<file path="config.mk">
export PLATFORM = sky130hd
export DESIGN_NAME = cmx_clock_control
export DESIGN_NICKNAME = d
export VERILOG_FILES = /design/src/pkg/cmx_pkg.sv /design/src/rtl/cmx_clock_control.sv /design/src/rtl/cmx_prescaler.sv
export SDC_FILE = /design/constraint.sdc
export NUM_CORES = 1
export LEC_CHECK = 0
export BUFFER_PORTS_ARGS = -buffer_cell sky130_fd_sc_hd__buf_2
export CORE_MARGIN = 2
export CORE_UTILIZATION = 54
export CTS_CLUSTER_DIAMETER = 80
export DETAILED_ROUTE_END_ITERATION = 8
export GPL_ROUTABILITY_DRIVEN = 0
export GPL_TIMING_DRIVEN = 0
export PLACE_DENSITY_LB_ADDON = 0.2
export REMOVE_ABC_BUFFERS = 1
export SLEW_MARGIN = 20
export SYNTH_ARGS = -nofsm -noshare
export SYNTH_HDL_FRONTEND = slang
export SYNTH_SLANG_ARGS = --single-unit
</file>
<file path="constraint.sdc">
create_clock -name clk_i -period 2.4 [get_ports clk_i]
set_input_delay 0.12 -clock clk_i [delete_from_list [all_inputs] [get_ports clk_i]]
set_output_delay 0.12 -clock clk_i [all_outputs]
set_load 0.01 [all_outputs]
</file>
<file path="src/pkg/cmx_pkg.sv">
package cmx_pkg;

    localparam int unsigned DATA_W      = 14;
    localparam int unsigned PRESC_W     = 3;
    localparam int unsigned LOCK_WIN_W  = 4;
    localparam int unsigned LOCK_CNT_W  = 4;

    // prescaler select codes and the terminal count of each ratio
    localparam logic [1:0]         SEL_PRESCALER_SEL_HI    = 2'h0;
    localparam logic [1:0]         SEL_DIV2    = 2'h1;
    localparam logic [1:0]         SEL_DIV4    = 2'h2;
    localparam logic [1:0]         SEL_DIV8    = 2'h3;
    localparam logic [PRESC_W-1:0] TERM_PRESCALER_SEL_HI   = 3'h0;
    localparam logic [PRESC_W-1:0] TERM_DIV2   = 3'h1;
    localparam logic [PRESC_W-1:0] TERM_DIV4   = 3'h3;
    localparam logic [PRESC_W-1:0] TERM_DIV8   = 3'h7;

    // lock detector: ref edge must land within LOCK_WIN cycles of a 1x edge,
    // LOCK_HITS times in a row
    localparam logic [LOCK_WIN_W-1:0] LOCK_WIN  = 4'h3;
    localparam logic [LOCK_CNT_W-1:0] LOCK_HITS = 4'h8;
    localparam logic [15:0]           LFSR_SEED = 16'hACE1;
    localparam logic [15:0]           LFSR_TAPS = 16'hB400;

    // reset values
    localparam logic                  RST_CLK1X = 1'b1;
    localparam logic [DATA_W-1:0]     RST_DATA  = 14'h0000;

    typedef struct packed {
        logic       multiplier_en;
        logic       prescaler_sel_hi;
        logic       prescaler_sel_lo;
        logic       zero_stuff_select;
        logic       filter_response_select;
    } cmx_ctrl_t;

    typedef struct packed {
        logic       tick_1x;
        logic       tick_2x;
        logic       tick_4x;
        logic       capture;
    } cmx_ticks_t;

    typedef struct packed {
        logic [PRESC_W-1:0] count;
        logic               tick;
        logic               vco_prev;
    } cmx_presc_state_t;

    typedef struct packed {
        logic                  ref_prev;
        logic                  q4;
        logic                  clk1x;
        logic                  lock_ind;
        logic                  locked;
        logic [LOCK_WIN_W-1:0] since_1x;
        logic [LOCK_CNT_W-1:0] hits;
        logic [15:0]           lfsr;
        cmx_ticks_t            ticks;
        logic [DATA_W-1:0]     sample;
        logic                  filter_hp;
        logic                  zero_stuff;
    } cmx_state_t;

endpackage : cmx_pkg

</file>
<file path="src/rtl/cmx_clock_control.sv">
`timescale 1ns/1ps
`default_nettype none

module cmx_clock_control (
    input  wire logic                       clk_i,
    input  wire logic                       nrst_i,
    input  wire cmx_pkg::cmx_ctrl_t         ctrl_i,
    input  wire logic                       ref_clk_i,
    input  wire logic                       vco_i,
    input  wire logic                       align_reset_i,
    input  wire logic [cmx_pkg::DATA_W-1:0] data_i,
    output logic                            lock_indicator_o,
    output logic                            locked_o,
    output cmx_pkg::cmx_ticks_t             ticks_o,
    output logic [cmx_pkg::DATA_W-1:0]      sample_o,
    output logic                            filter_hp_o,
    output logic                            zero_stuff_o
);

    cmx_pkg::cmx_state_t state;
    cmx_pkg::cmx_state_t next_state;
    logic                presc_tick;
    logic                ref_rise;
    logic                base_edge;
    logic                edge_2x;
    logic                bypass;

    cmx_prescaler u_presc (
        .clk_i  (clk_i),
        .nrst_i (nrst_i),
        .vco_i  (vco_i),
        .sel_i  ({ctrl_i.prescaler_sel_hi, ctrl_i.prescaler_sel_lo}),
        .tick_o (presc_tick)
    );

    always_comb begin
        bypass   = !ctrl_i.multiplier_en;
        ref_rise = ref_clk_i && !state.ref_prev;
        // fastest clock: prescaled oscillator, or the reference itself in bypass
        base_edge = bypass ? ref_rise : presc_tick;
        // with zero stuffing the base runs at 4x, so every other edge is a 2x edge
        edge_2x = base_edge && (!ctrl_i.zero_stuff_select || state.q4);
    end

    always_comb begin
        next_state            = state;
        next_state.ref_prev   = ref_clk_i;
        next_state.filter_hp  = ctrl_i.filter_response_select;
        next_state.zero_stuff = ctrl_i.zero_stuff_select;
        next_state.ticks      = '0;
        next_state.lfsr       = state.lfsr[0] ? ((state.lfsr >> 1) ^ cmx_pkg::LFSR_TAPS)
                                              : (state.lfsr >> 1);

        if (base_edge) begin
            next_state.q4            = ctrl_i.zero_stuff_select ? !state.q4 : 1'b0;
            next_state.ticks.tick_4x = ctrl_i.zero_stuff_select;
        end

        if (edge_2x) begin
            next_state.clk1x         = !state.clk1x;
            next_state.ticks.tick_2x = 1'b1;
            if (!state.clk1x) begin
                // this edge raises 1x and is the latch edge
                next_state.ticks.tick_1x = 1'b1;
                next_state.ticks.capture = 1'b1;
                next_state.sample        = data_i;
            end
        end

        // bypass alignment: reset parks 1x high and the 4x phase at its start
        if (bypass && align_reset_i) begin
            next_state.clk1x = 1'b1;
            next_state.q4    = 1'b0;
            next_state.ticks = '0;
        end

        // lock detector: reference edges must coincide with divided 1x edges
        if (next_state.ticks.tick_1x) begin
            next_state.since_1x = '0;
        end else if (state.since_1x != '1) begin
            next_state.since_1x = state.since_1x + 4'h1;
        end
        if (bypass) begin
            next_state.hits   = '0;
            next_state.locked = 1'b0;
        end else if (ref_rise) begin
            if (state.since_1x <= cmx_pkg::LOCK_WIN || next_state.ticks.tick_1x) begin
                if (state.hits != cmx_pkg::LOCK_HITS) begin
                    next_state.hits = state.hits + 4'h1;
                end
            end else begin
                next_state.hits = '0;
            end
            next_state.locked = (next_state.hits == cmx_pkg::LOCK_HITS);
        end

        if (bypass) begin
            next_state.lock_ind = next_state.clk1x;
        end else if (next_state.locked) begin
            next_state.lock_ind = 1'b1;
        end else begin
            next_state.lock_ind = state.lfsr[0];
        end
    end

    always_ff @(posedge clk_i or negedge nrst_i) begin
        if (!nrst_i) begin
            state       <= '0;
            state.clk1x <= cmx_pkg::RST_CLK1X;
            state.lfsr  <= cmx_pkg::LFSR_SEED;
        end else begin
            state <= next_state;
        end
    end

    assign lock_indicator_o = state.lock_ind;
    assign locked_o         = state.locked;
    assign ticks_o          = state.ticks;
    assign sample_o         = state.sample;
    assign filter_hp_o      = state.filter_hp;
    assign zero_stuff_o     = state.zero_stuff;

endmodule : cmx_clock_control

`default_nettype wire

</file>
<file path="src/rtl/cmx_prescaler.sv">
`timescale 1ns/1ps
`default_nettype none

module cmx_prescaler (
    input  wire logic       clk_i,
    input  wire logic       nrst_i,
    input  wire logic       vco_i,
    input  wire logic [1:0] sel_i,
    output logic            tick_o
);

    cmx_pkg::cmx_presc_state_t state;
    cmx_pkg::cmx_presc_state_t next_state;
    logic [cmx_pkg::PRESC_W-1:0] term;

    always_comb begin
        unique case (sel_i)
            cmx_pkg::SEL_PRESCALER_SEL_HI: term = cmx_pkg::TERM_PRESCALER_SEL_HI;
            cmx_pkg::SEL_DIV2: term = cmx_pkg::TERM_DIV2;
            cmx_pkg::SEL_DIV4: term = cmx_pkg::TERM_DIV4;
            cmx_pkg::SEL_DIV8: term = cmx_pkg::TERM_DIV8;
        endcase
    end

    always_comb begin
        next_state          = state;
        next_state.vco_prev = vco_i;
        next_state.tick     = 1'b0;
        if (vco_i && !state.vco_prev) begin
            if (state.count >= term) begin
                next_state.count = '0;
                next_state.tick  = 1'b1;
            end else begin
                next_state.count = state.count + 3'h1;
            end
        end
    end

    always_ff @(posedge clk_i or negedge nrst_i) begin
        if (!nrst_i) begin
            state <= '0;
        end else begin
            state <= next_state;
        end
    end

    assign tick_o = state.tick;

endmodule : cmx_prescaler

`default_nettype wire

</file>
[Word-level counts from Yosys, hierarchy flattened]
Index checks and enable logic that the tools add are counted.
W data, S select, Z words.
Storage, ports and cells
  bits in registers: 54
  bits of input ports: 24
  word-level logic and storage cells: 76
Cells by class
  add/sub/neg operators: 3
  magnitude comparators: 2
  equality and inequality tests: 7
  muxes and demuxes: 28
  bitwise logic cells: 2
  reduce and logical (&&, ||, !) cells: 16
Operators by type and width (number)
  $mux W4: 9
  $mux W15: 2
  $mux W16: 1
  $mux W1: 12
  $pmux W3 S4: 1
  $add A4 B1 Y4 const B: 2
  $ne A4 B4 Y1 const B: 2
  $logic_not A1 Y1: 6
  $eq A2 B2 Y1 const B: 2
  $eq A4 B4 Y1 const B: 1
  $le A4 B2 Y1 const B: 1
  $logic_and A1 B1 Y1: 4
  $mux W2: 2
  $not A3 Y4: 1
  $reduce_bool A2 Y1: 2
  $add A3 B1 Y3 const B: 1
  $ge A3 B3 Y1: 1
  $mux W3: 1
  $eq A2 B1 Y1 const B: 1
  $logic_not A2 Y1: 1
  $logic_or A1 B1 Y1: 2
  $ne A2 B1 Y1 const B: 1
  $reduce_and A2 Y1: 1
  $not A1 Y1: 1

[Logic depth before layout (Yosys ltp)]
Gate-level depths: netlist of the first run.
  depth after elaboration: 15
  gate-level depth with buffers: 9

[By module]
A second synthesis of the first run with hierarchy kept.
Unflattened totals
  cells, all modules: 186
  area, all modules: 2317.2 sq um
By module, submodules not included
  cmx_clock_control: times used 1, cells each 156, area each 1990.7 sq um, sequential area each 1212.4 sq um
  cmx_prescaler: times used 1, cells each 30, area each 326.6 sq um, sequential area each 125.1 sq um

[Worst setup path after synthesis of the first run]
No wires, ideal clock.
  path type: flip-flop to flip-flop
  start point: register state[48] (netlist name)
  end point: register state, in the netlist sample_o[0]
  library setup time: 0.125 ns
  arrival: 1.538 ns
  path slack: 0.737 ns
  stages on the path, launching flop included: 9
  buffers on the path: 2
  period minus slack after synthesis: 1.663 ns
  path through: dfrtp_1 -> nand2b_1 -> nor2_1 -> a21oi_1 -> nor2_1 -> ha_1 -> buf_2 -> buf_4 -> mux2_2
On the way
  longest elaborated chain between the ends: 5
RTL lines
  start: declaration: RTL line cmx_clock_control.sv:20  | cmx_pkg::cmx_state_t state;
  start signal: assignment: RTL line cmx_clock_control.sv:112  | state <= next_state;
  $logic_not A1 Y1: RTL line cmx_clock_control.sv:38  | ref_rise = ref_clk_i && !state.ref_prev;
  $logic_and A1 B1 Y1: RTL line cmx_clock_control.sv:38
  $mux W1: RTL line cmx_clock_control.sv:40  | base_edge = bypass ? ref_rise : presc_tick;
  $logic_and A1 B1 Y1: RTL line cmx_clock_control.sv:42  | edge_2x = base_edge && (!ctrl_i.zero_stuff_select || state.q4);
  $reduce_and A2 Y1 (no line)
No other way between the ends.
A chain may end at the register's enable or synchronous reset.

[Worst setup path after layout of the first run]
  start point: input ref_clk_i
  end point: register state[38] (netlist name)
On the way
  longest elaborated chain between the ends: 11
RTL lines
  start: declaration: RTL line cmx_clock_control.sv:8  | input wire logic ref_clk_i,
  $logic_and A1 B1 Y1 (*): RTL line cmx_clock_control.sv:38
  $mux W1: RTL line cmx_clock_control.sv:40
  $logic_and A1 B1 Y1: RTL line cmx_clock_control.sv:42
  $mux W2: RTL line cmx_clock_control.sv:59  | if (edge_2x) begin
  $mux W4: RTL line cmx_clock_control.sv:71  | if (bypass && align_reset_i) begin
  $logic_or A1 B1 Y1: RTL line cmx_clock_control.sv:87  | if (state.since_1x <= cmx_pkg::LOCK_WIN || next_state.ticks.tick_1x) begin
  $mux W4: RTL line cmx_clock_control.sv:87
  $mux W4: RTL line cmx_clock_control.sv:86  | end else if (ref_rise) begin
  $mux W4: RTL line cmx_clock_control.sv:83  | if (bypass) begin
  $mux W4: RTL line cmx_clock_control.sv:86
  $mux W4: RTL line cmx_clock_control.sv:83
Every way passes the cells marked *; elsewhere a longest branch is shown, timed or not. The select of a mux whose other input is x is not followed.

==> metrics.txt, run 1 <==
critical path class=input pin to flip-flop; EDFF count, synth=0; CORE AREA=4030 sq um; chip width=between 60 and 70 microns; Slew Viols, Final=0; PostCTS Resize Cnt=0; endpoint class of the critical path=flip-flop; DP Wirelength=2610 microns; Post-Syn Area per Cell=roughly 12 sq um; CP most frequent cell=nor2_1; worst hold path class=input pin to flip-flop; Design Power=~2.4 mW; Reg clk slew, reported paths=0.09 ns; FP Rows=23; Starting Density=a little under three fifths; TritonCTS Buffers=5; worst hold margin=about 0.050 ns; PnR worst setup slack=between 0.3 and 0.4 ns; Final min period=about 2.1 ns; Root Driver=clkbuf_8; Top FF cell, synth=dfrtp_1; maximum VDD drop=533 uV; Final Core Density=between 60% and 70%; post-synth top area share=roughly half; FF+latch count, synth=between 50 and 60; CP max stage delay=0.62 ns; synthesis warning total=0; type of origin of the critical path=input pin; Total GRT Usage=around 18%; Post-Syn Instances=183; CP cell instances=dlygate4sd3_1 -> buf_2 -> nand2b_1 -> nor2_1 -> a21oi_1 -> nor2_1 -> ha_1 -> o211ai_1 -> o21bai_1 -> a32o_1; placed insts=256; DRT antenna net count=0; Layout area overhead=12.4%; TritonCTS clock tree=done; WP data required=about 2.6 ns; H-Tree Depth=2; outcome=complete, no violations; Post-synth ARST share=100%; largest cells by area after synthesis=dfrtp_1 (48%), dfstp_2 (10%), mux2_2 (7.4%); total of max-cap violations=0; first-pass GRT wire length=roughly 6000 microns; PwrDens=between 900 and 1000 nW/um^2; NumNets Final=250; I/O Buffers=between 40 and 50; Overflow after GRT=0; Critical Path AT=2.32 ns; dpl ws=0.300 ns; io pins=46; final instance area=2560 sq um; Hold Fails Final Rpt=0; antenna violations before repair=0; Antenna Cells=0; largest net degree at the start of global routing=54; Buf/Inv on CP=2; sequential-to-total area share from yosys stat=about 60%; Tightest Pin Transition=~0.72 ns; RSZ-0062 raised after global routing=false; delay-heaviest family, CP=compound AO/OA/AOI/OAI gates; DP Area=2390 sq um; total number of vias=about 1,400; non-filler instance count after layout=approximately 270; worst skew pair latency=0.30 ns; CTS sink count=between 50 and 60; Max FO, Critical Path=17; Setup Fix Bufs, Post-CTS=0; Layout Skew=roughly 0.0068 ns; clock buffer depth=2; vias per cell=approximately 5.1; Fmax=0.480 GHz; CP max stage cell=ha_1; wire per inst=13.2 microns; post-route setup TNS=0 ns; vias in the first global route=between 1,000 and 1,500; final worst-path cycle share=86.8%; reg2reg setup slack=around 0.32 ns; full die area=about 4700 sq um; DRT Wirelength=between 3000 and 4000 microns; # setup viols final=0; share of layout cells above drive strength 1=38.8%; DRT Pass-1 Iters=4; Slew headroom=a little over half; fill cell count=roughly 340; synthesized cell area=~2300 sq um; Initial DRC Count=79; synth unique cells=37; cell accounting for the most synthesized area=dfrtp_1; leakage power=1.30 nW; drc violations=0; Die Ht=between 60 and 70 microns
logic make-up after synthesis:
logic type	Yosys count	synth area share (%)
AND/OR/NAND/NOR	53	11.9
flip-flops	53	58.8
buffers and inverters	28	8.47
AO/OA/AOI/OAI	20	6.65
multiplexers	16	7.86
adder cells (fa/ha/maj)	8	4.40
XOR/XNOR	5	1.92
registers in the layout (all words and copies together), names as in the netlist:
register,flops
state,27
sample_o,14
lock_indicator_o,1
zero_stuff_o,1
u_presc.tick_o,1
u_presc.state,4
locked_o,1
filter_hp_o,1
ticks_o,3
worst paths after layout:
kind,startpoint,endpoint,depth (start not counted)
setup / recovery,ref_clk_i,state[38]$_DFFE_PN0P_,10
hold / removal,data_i[4],sample_o[4]$_DFFE_PN0N_,2
setup reg to reg,state[48]$_DFF_PN0_,state[38]$_DFFE_PN0P_,8
hold reg to reg,state[32]$_DFF_PN0_,state[31]$_DFF_PN1_,0
max in group asynchronous,nrst_i,state[37]$_DFFE_PN0P_,2
min in group asynchronous,nrst_i,filter_hp_o$_DFF_PN0_,2
per-layer routing:
metal / share of wire [%] / GRT usage [%] / vias to the layer above
li1: - / - / 661
met1: 42 / 20.6 / 674
met2: 52 / 31.7 / 32
met3: 5.2 / 3.90 / 5
met4: 1.0 / 6.62 / 0
met5: 0 / 0 / -
synthesized netlist by cell type, types with 4 or more instances:
cell type,n
nor2b_1,4
dfrtp_1,44
ha_1,8
dfstp_2,9
mux2_2,15
nand2_1,20
inv_1,6
buf_4,19
nor2_1,12
placed cells by master (no fill, tap or decap), types with 2 or more instances in the layout:
cell type	Yosys	final
xnor2_1	2	2
clkbuf_8	0	5
mux2_2	15	15
nor3b_1	2	2
nand3_1	3	3
and2_4	2	2
a31oi_1	2	2
inv_1	6	6
nand2_1	20	20
nor3_2	2	2
a22o_1	2	2
buf_2	1	44
a21oi_1	3	3
xor2_1	3	3
dlygate4sd3_1	0	5
dfrtp_1	44	44
o31ai_1	2	2
dfstp_2	9	9
o21bai_1	2	2
nor2b_1	4	4
ha_1	8	8
nor2_1	12	12
nand2b_1	3	3
a32o_1	2	2
power by group:
part | total (mW) | internal, mW | switching [mW]
combinational | 0.626 | 0.317 | 0.309
sequential | 1.20 | 1.08 | 0.123
clock | 0.578 | 0.313 | 0.265
layout make-up:
type,instances,area [sq um],share of cell area (%)
Clock buffer,6,72.6,2.84
Clock inverter,2,38.8,1.52
Inverter,6,22.5,0.881
Multi-Input combinational cell,102,746,29.2
Sequential cell,53,1340,52.3
Tap cell,50,62.6,2.45
Timing Repair Buffer,50,278,10.9
worst register-to-register path, delay by kind of cell (launching register included):
kind | cells | cell delay, ns
adders and majority gates | 1 | 0.62
and+or+nand+nor | 3 | 0.38
AOI/OAI and AO/OA | 4 | 0.64
DFF | 1 | 0.37
repair_timing:
item	CTS	global route
endpoints found under the setup margin	0	0
hold buffers	4	1
hold endpoints to repair	4	44
(Power assumes the default switching activity.)
==> inputs of run 2 (changes only) <==
CTS_BUF_LIST = sky130_fd_sc_hd__clkbuf_8 sky130_fd_sc_hd__clkbuf_16   (was not set)
==> run 2 against run 1 <==
Effect of this change:
- clock power shrank 0.9%
- clock-buffer cell count down 1
- critical path depth did not move
- critical endpoint is now locked_o$_DFF_PN0_
- highest routed layer unchanged
- combinational power is essentially flat
- maximum frequency down 0.46%
- first-iteration DRC count down 11%
==> metrics.txt, run 2 (synthesized netlist as in run 1, its figures left out) <==
outcome=complete, no violations (unchanged); Initial DRC Count=70 (was 79); PwrDens=940 nW/um^2 (was 941 nW/um^2); Tightest Pin Transition=0.710 ns (was 0.716 ns); vias in the first global route=1,402 (unchanged); DRT Pass-1 Iters=4 (unchanged); # setup viols final=0 (unchanged); type of origin of the critical path=input pin (unchanged); Critical Path AT=2.29 ns (was 2.32 ns); Die Ht=68.9 microns (unchanged); most frequent cells in the layout=dfrtp_1 (44), buf_2 (44), nand2_1 (20), mux2_2 (15), nor2_1 (12) (unchanged); Overflow after GRT=0 (unchanged); first-pass GRT wire length=6100 microns (was 6090 microns); io pins=46 (unchanged); share of layout cells above drive strength 1=38.8% (unchanged); PostCTS Resize Cnt=0 (unchanged); I/O Buffers=45 (unchanged); wire per inst=13.2 microns (about the same); worst hold margin=0.0501 ns (was 0.0500 ns); PnR worst setup slack=0.307 ns (was 0.316 ns); Reg clk slew, reported paths=0.09 ns (about the same); Layout area overhead=12.4% (unchanged); TritonCTS clock tree=done (unchanged); Root Driver=clkbuf_8 (unchanged); Fmax=0.478 GHz (was 0.480 GHz); CORE AREA=4030 sq um (unchanged); DRT Wirelength=3540 microns (was 3550 microns); worst skew pair latency=0.29 ns (was 0.30 ns); total of max-cap violations=0 (unchanged); maximum VDD drop=535 uV (was 533 uV); Hold Fails Final Rpt=0 (unchanged); NumNets Final=250 (unchanged); Final min period=2.09 ns (was 2.08 ns); dpl ws=0.300 ns (unchanged); Slew Viols, Final=0 (unchanged); TritonCTS Buffers=5 (unchanged); Total GRT Usage=17.7% (unchanged); final worst-path cycle share=87.2% (was 86.8%); DP Wirelength=2610 microns (unchanged); full die area=4750 sq um (unchanged); endpoint class of the critical path=flip-flop (unchanged); Starting Density=56.5% (unchanged); worst hold path class=input pin to flip-flop (unchanged); clock buffer depth=2 (unchanged); total number of vias=1,363 (was 1,372); Antenna Cells=0 (unchanged); WP data required=2.60 ns (was 2.63 ns); fill cell count=339 (unchanged); max reg flops=27 (unchanged); Max FO, Critical Path=17 (unchanged); leakage power=1.30 nW (about the same); Slew headroom=52.7% (was 52.3%); Largest Register=state (unchanged); CTS sink count=53 (unchanged); chip width=68.9 microns (unchanged); largest net degree at the start of global routing=54 (unchanged); post-route setup TNS=0 ns (unchanged); drc violations=0 (unchanged); Layout Skew=0.00633 ns (was 0.00677 ns); FP Rows=23 (unchanged); DRT antenna net count=0 (unchanged); RSZ-0062 raised after global routing=false (unchanged); antenna violations before repair=0 (unchanged); vias per cell=5.07 (was 5.10); critical path class=input pin to flip-flop (unchanged); H-Tree Depth=2 (unchanged)
[run 2: changes by cell type in the layout (fill, tap and decap cells not counted)]
cell / before / now
inv_1: 6 / 7
clkbuf_1: 1 / 0
[run 2: path summary, 6_finish.rpt]
| check | to | start | slack [ns] | cells after the start |
|---|---|---|---|---|
| setup / recovery | locked_o$_DFF_PN0_ | ref_clk_i | 0.31 | 10 |
| hold / removal | sample_o[4]$_DFFE_PN0N_ | data_i[4] | 0.05 | 2 |
| setup reg to reg | locked_o$_DFF_PN0_ | state[48]$_DFF_PN0_ | 0.32 | 8 |
| hold reg to reg | state[31]$_DFF_PN1_ | state[32]$_DFF_PN0_ | 0.35 | 0 |
| max in group asynchronous | state[39]$_DFFE_PN0P_ | nrst_i | 1.62 | 2 |
| min in group asynchronous | state[29]$_DFF_PN0_ | nrst_i | 0.38 | 2 |
[run 2: repair_timing]
| item | 4_1_cts | 5_1_grt |
|---|---|---|
| hold buffers | 4 | 1 |
| setup buffers | 0 | 0 |
| endpoints found under the hold margin | 4 | 44 |
[run 2: cell type report]
cell class | instances | area (sq um) | share of cell area [%]
flip-flops and latches | 53 | 1340 | 52.3
repair buffers | 50 | 278 | 10.9
well taps | 50 | 62.6 | 2.45
multi-input cells | 102 | 746 | 29.2
clock inverters | 3 | 42.5 | 1.66
inverters | 6 | 22.5 | 0.881
clock buffers | 5 | 68.8 | 2.69
[run 2: power by group]
part / internal (mW) / switching [mW]
combinational: 0.317 / 0.309
clock: 0.309 / 0.265
sequential: 1.08 / 0.123
total: 1.71 / 0.697
[run 2: worst max-delay path, stage by stage]
cell,delay [ns]
dlygate4sd3_1,0.52
buf_2,0.12
nand2b_1,0.10
nor2_1,0.10
a21oi_1,0.04
nor2_1,0.09
ha_1,0.62
o211a_4,0.29
nand2_2,0.06
o31ai_1,0.22
[run 2: per-layer routing]
metal  vias up  wire (microns)  track usage (%)
li1        662               -                -
met1       669            1480             20.0
met2        28            1860             32.5
met3         4             184             3.90
met4         0              17             6.62
met5         -               0                0
[run 2: metrics by stage]
| step | utilization (%) | std cells | power, mW | area (sq um) |
|---|---|---|---|---|
| 2_1_floorplan | - | 161 | 1.60 | 2110 |
| 3_3_place_gp | 59.4 | 256 | 1.79 | 2390 |
| 3_5_place_dp | 59.4 | 256 | 1.85 | 2390 |
| 4_1_cts | 63.2 | 268 | 2.44 | 2540 |
| 5_1_grt | 63.5 | 269 | 2.59 | 2560 |
| 6_report | 63.5 | 269 | 2.40 | 2560 |
==> inputs of run 3 (changes only) <==
CAP_MARGIN = 20   (was not set)
clock period = 2 ns   (was 2.4 ns; I/O delays follow)
==> run 3 against run 2 <==
Effect of this change:
- worst setup slack worse by 0.096 ns
- non-clock buffer count did not move
- routed wire length up 2.3%
- critical path depth unchanged
- cell area grew 0.49%
- clock power grew 21%
- register-to-register slack worse by 0.09 ns
- sequential cell count stayed put
- core utilization is 0.31 points higher
==> metrics.txt, run 3 (synthesized netlist as in run 1, its figures left out) <==
DP Wirelength=2610 microns (unchanged); Max FO, Critical Path=17 (unchanged); Final Core Density=63.8% (was 63.5%); max reg flops=27 (unchanged); CORE AREA=4030 sq um (unchanged); CP Launch Point=ref_clk_i (unchanged); Fmax=approximately 0.56 GHz; PwrDens=1130 nW/um^2 (was 940 nW/um^2); CP most frequent cell=nor2_1 (unchanged); Starting Density=56.5% (unchanged); TritonCTS clock tree=done (unchanged); WL met2=1900 microns (was 1860 microns); CTS sink count=53 (unchanged); vias in the first global route=1,402 (unchanged); type of origin of the critical path=input pin (unchanged); met1 WL=1490 microns (was 1480 microns); CP max stage cell=dlygate4sd3_1 (was ha_1); clock buffer depth=2 (unchanged); reg2reg path depth=8 (unchanged); Critical Path AT=1.98 ns (was 2.29 ns); maximum VDD drop=639 uV (was 535 uV); NumNets Final=250 (unchanged); Reg clk slew, reported paths=0.09 ns (about the same); Die Ht=68.9 microns (unchanged); Final min period=between 1.5 and 2 ns; Overflow after GRT=0 (unchanged); WP data required=2.19 ns (was 2.60 ns); post-route setup TNS=0 ns (unchanged); Layout area overhead=12.9% (was 12.4%); Design Power=2.90 mW (was 2.40 mW); RSZ-0062 raised after global routing=false (unchanged); CP cell instances=dlygate4sd3_1 -> buf_2 -> nand2b_1 -> nor2_1 -> a21oi_1 -> nor2_1 -> ha_4 -> o211ai_1 -> o21bai_1 -> a32o_1 (was dlygate4sd3_1 -> buf_2 -> nand2b_1 -> nor2_1 -> a21oi_1 -> nor2_1 -> ha_1 -> o211a_4 -> nand2_2 -> o31ai_1); total of max-cap violations=0 (unchanged); vias per cell=5.10 (was 5.07); endpoint class of the critical path=flip-flop (unchanged); multi-input logic area=758 sq um (was 746 sq um); CP max stage delay=0.53 ns (was 0.62 ns); Largest Register=state (unchanged); largest net degree at the start of global routing=54 (unchanged); routed wl met3=197 microns (was 184 microns); # setup viols final=0 (unchanged); fill cell count=337 (was 339); H-Tree Depth=2 (unchanged); Antenna Cells=0 (unchanged); share of layout cells above drive strength 1=39.3% (was 38.8%); hold wc startpoint=data_i[4] (unchanged); TritonCTS Buffers=5 (unchanged); Setup Fix Bufs, Post-CTS=0 (unchanged); wire per inst=13.5 microns (was 13.2 microns); Total GRT Usage=17.7% (unchanged); FP Rows=23 (unchanged); Worst Hold End=sample_o[4]$_DFFE_PN0N_ (unchanged); leakage power=1.30 nW (about the same); Root Driver=clkbuf_8 (unchanged); critical path class=input pin to flip-flop (unchanged); Initial DRC Count=105 (was 70); antenna violations before repair=0 (unchanged); Register Area=1340 sq um (unchanged); chip width=68.9 microns (unchanged); DRT Wirelength=3620 microns (was 3540 microns); io pins=46 (unchanged); worst hold margin=0.0277 ns (was 0.0501 ns); outcome=complete, no violations (unchanged); DRT Pass-1 Iters=4 (unchanged); Slew Viols, Final=0 (unchanged); total number of vias=1,373 (was 1,363); worst hold path class=input pin to flip-flop (unchanged); drc violations=0 (unchanged); Worst Hold Depth=2 (unchanged); I/O Buffers=45 (unchanged); R2R Path Start=state[48]$_DFF_PN0_ (unchanged); worst skew pair latency=0.30 ns (was 0.29 ns); PnR worst setup slack=0.211 ns (was 0.307 ns); dpl ws=-0.0995 ns (was 0.300 ns); Hold Fails Final Rpt=0 (unchanged); r2r endpoint=lock_indicator_o$_DFF_PN0_ (was locked_o$_DFF_PN0_); DRT antenna net count=0 (unchanged); highest metal used=met4 (unchanged); Tightest Pin Transition=0.615 ns (was 0.710 ns); reg2reg setup slack=0.23 ns (was 0.32 ns); most frequent cells in the layout=dfrtp_1 (44), buf_2 (44), nand2_1 (20), mux2_2 (15), nor2_1 (12) (unchanged); first-pass GRT wire length=6100 microns (unchanged); full die area=4750 sq um (unchanged); Layout Skew=0.00640 ns (was 0.00633 ns); Slew headroom=59.0% (was 52.7%); final worst-path cycle share=between 80% and 90%
run 3: timing repair:
item                                    CTS  global route
hold endpoints to repair                  4            44
hold buffers                              4             1
gates resized for setup                   1             1
pin swaps                                 0             0
endpoints found under the setup margin    4             3
run 3: through the flow:
step | cells | instance area [sq um]
2_1_floorplan | 161 | 2110
3_3_place_gp | 256 | 2390
3_5_place_dp | 256 | 2390
4_1_cts | 268 | 2550
5_1_grt | 269 | 2570
6_report | 269 | 2570
run 3: how the worst max path moves through the flow:
stage / end / slack, ns / depth (start not counted)
floorplan: lock_indicator_o$_DFF_PN0_ / 0.19 / 8
global placement: lock_indicator_o$_DFF_PN0_ / -0.04 / 8
detailed placement: lock_indicator_o$_DFF_PN0_ / -0.1 / 8
CTS: lock_indicator_o$_DFF_PN0_ / 0.13 / 8
global route: state[38]$_DFFE_PN0P_ / 0.03 / 10
finish: state[38]$_DFFE_PN0P_ / 0.21 / 10
run 3: routing by layer:
layer,track usage [%],vias up
met5,0,-
met4,6.62,0
met3,3.90,4
met2,32.5,38
met1,20.0,672
li1,-,659
run 3: worst max-delay path, delay by kind of cell:
family / cells / cell delay (ns)
AOI/OAI and AO/OA: 4 / 0.69
adders and majority gates: 1 / 0.25
buffers and inverters: 2 / 0.66
and+or+nand+nor: 3 / 0.26
run 3: where the power goes:
| group | switching, mW | internal [mW] |
|---|---|---|
| sequential | 0.147 | 1.30 |
| clock | 0.320 | 0.370 |
| combinational | 0.380 | 0.387 |
| total | 0.847 | 2.05 |
run 3: layout make-up:
| class | instances | area share [%] |
|---|---|---|
| Inverter | 6 | 0.876 |
| Sequential cell | 53 | 52.0 |
| Multi-Input combinational cell | 102 | 29.5 |
| Tap cell | 50 | 2.43 |
| Clock inverter | 3 | 1.66 |
| Clock buffer | 5 | 2.68 |
| Timing Repair Buffer | 50 | 10.8 |
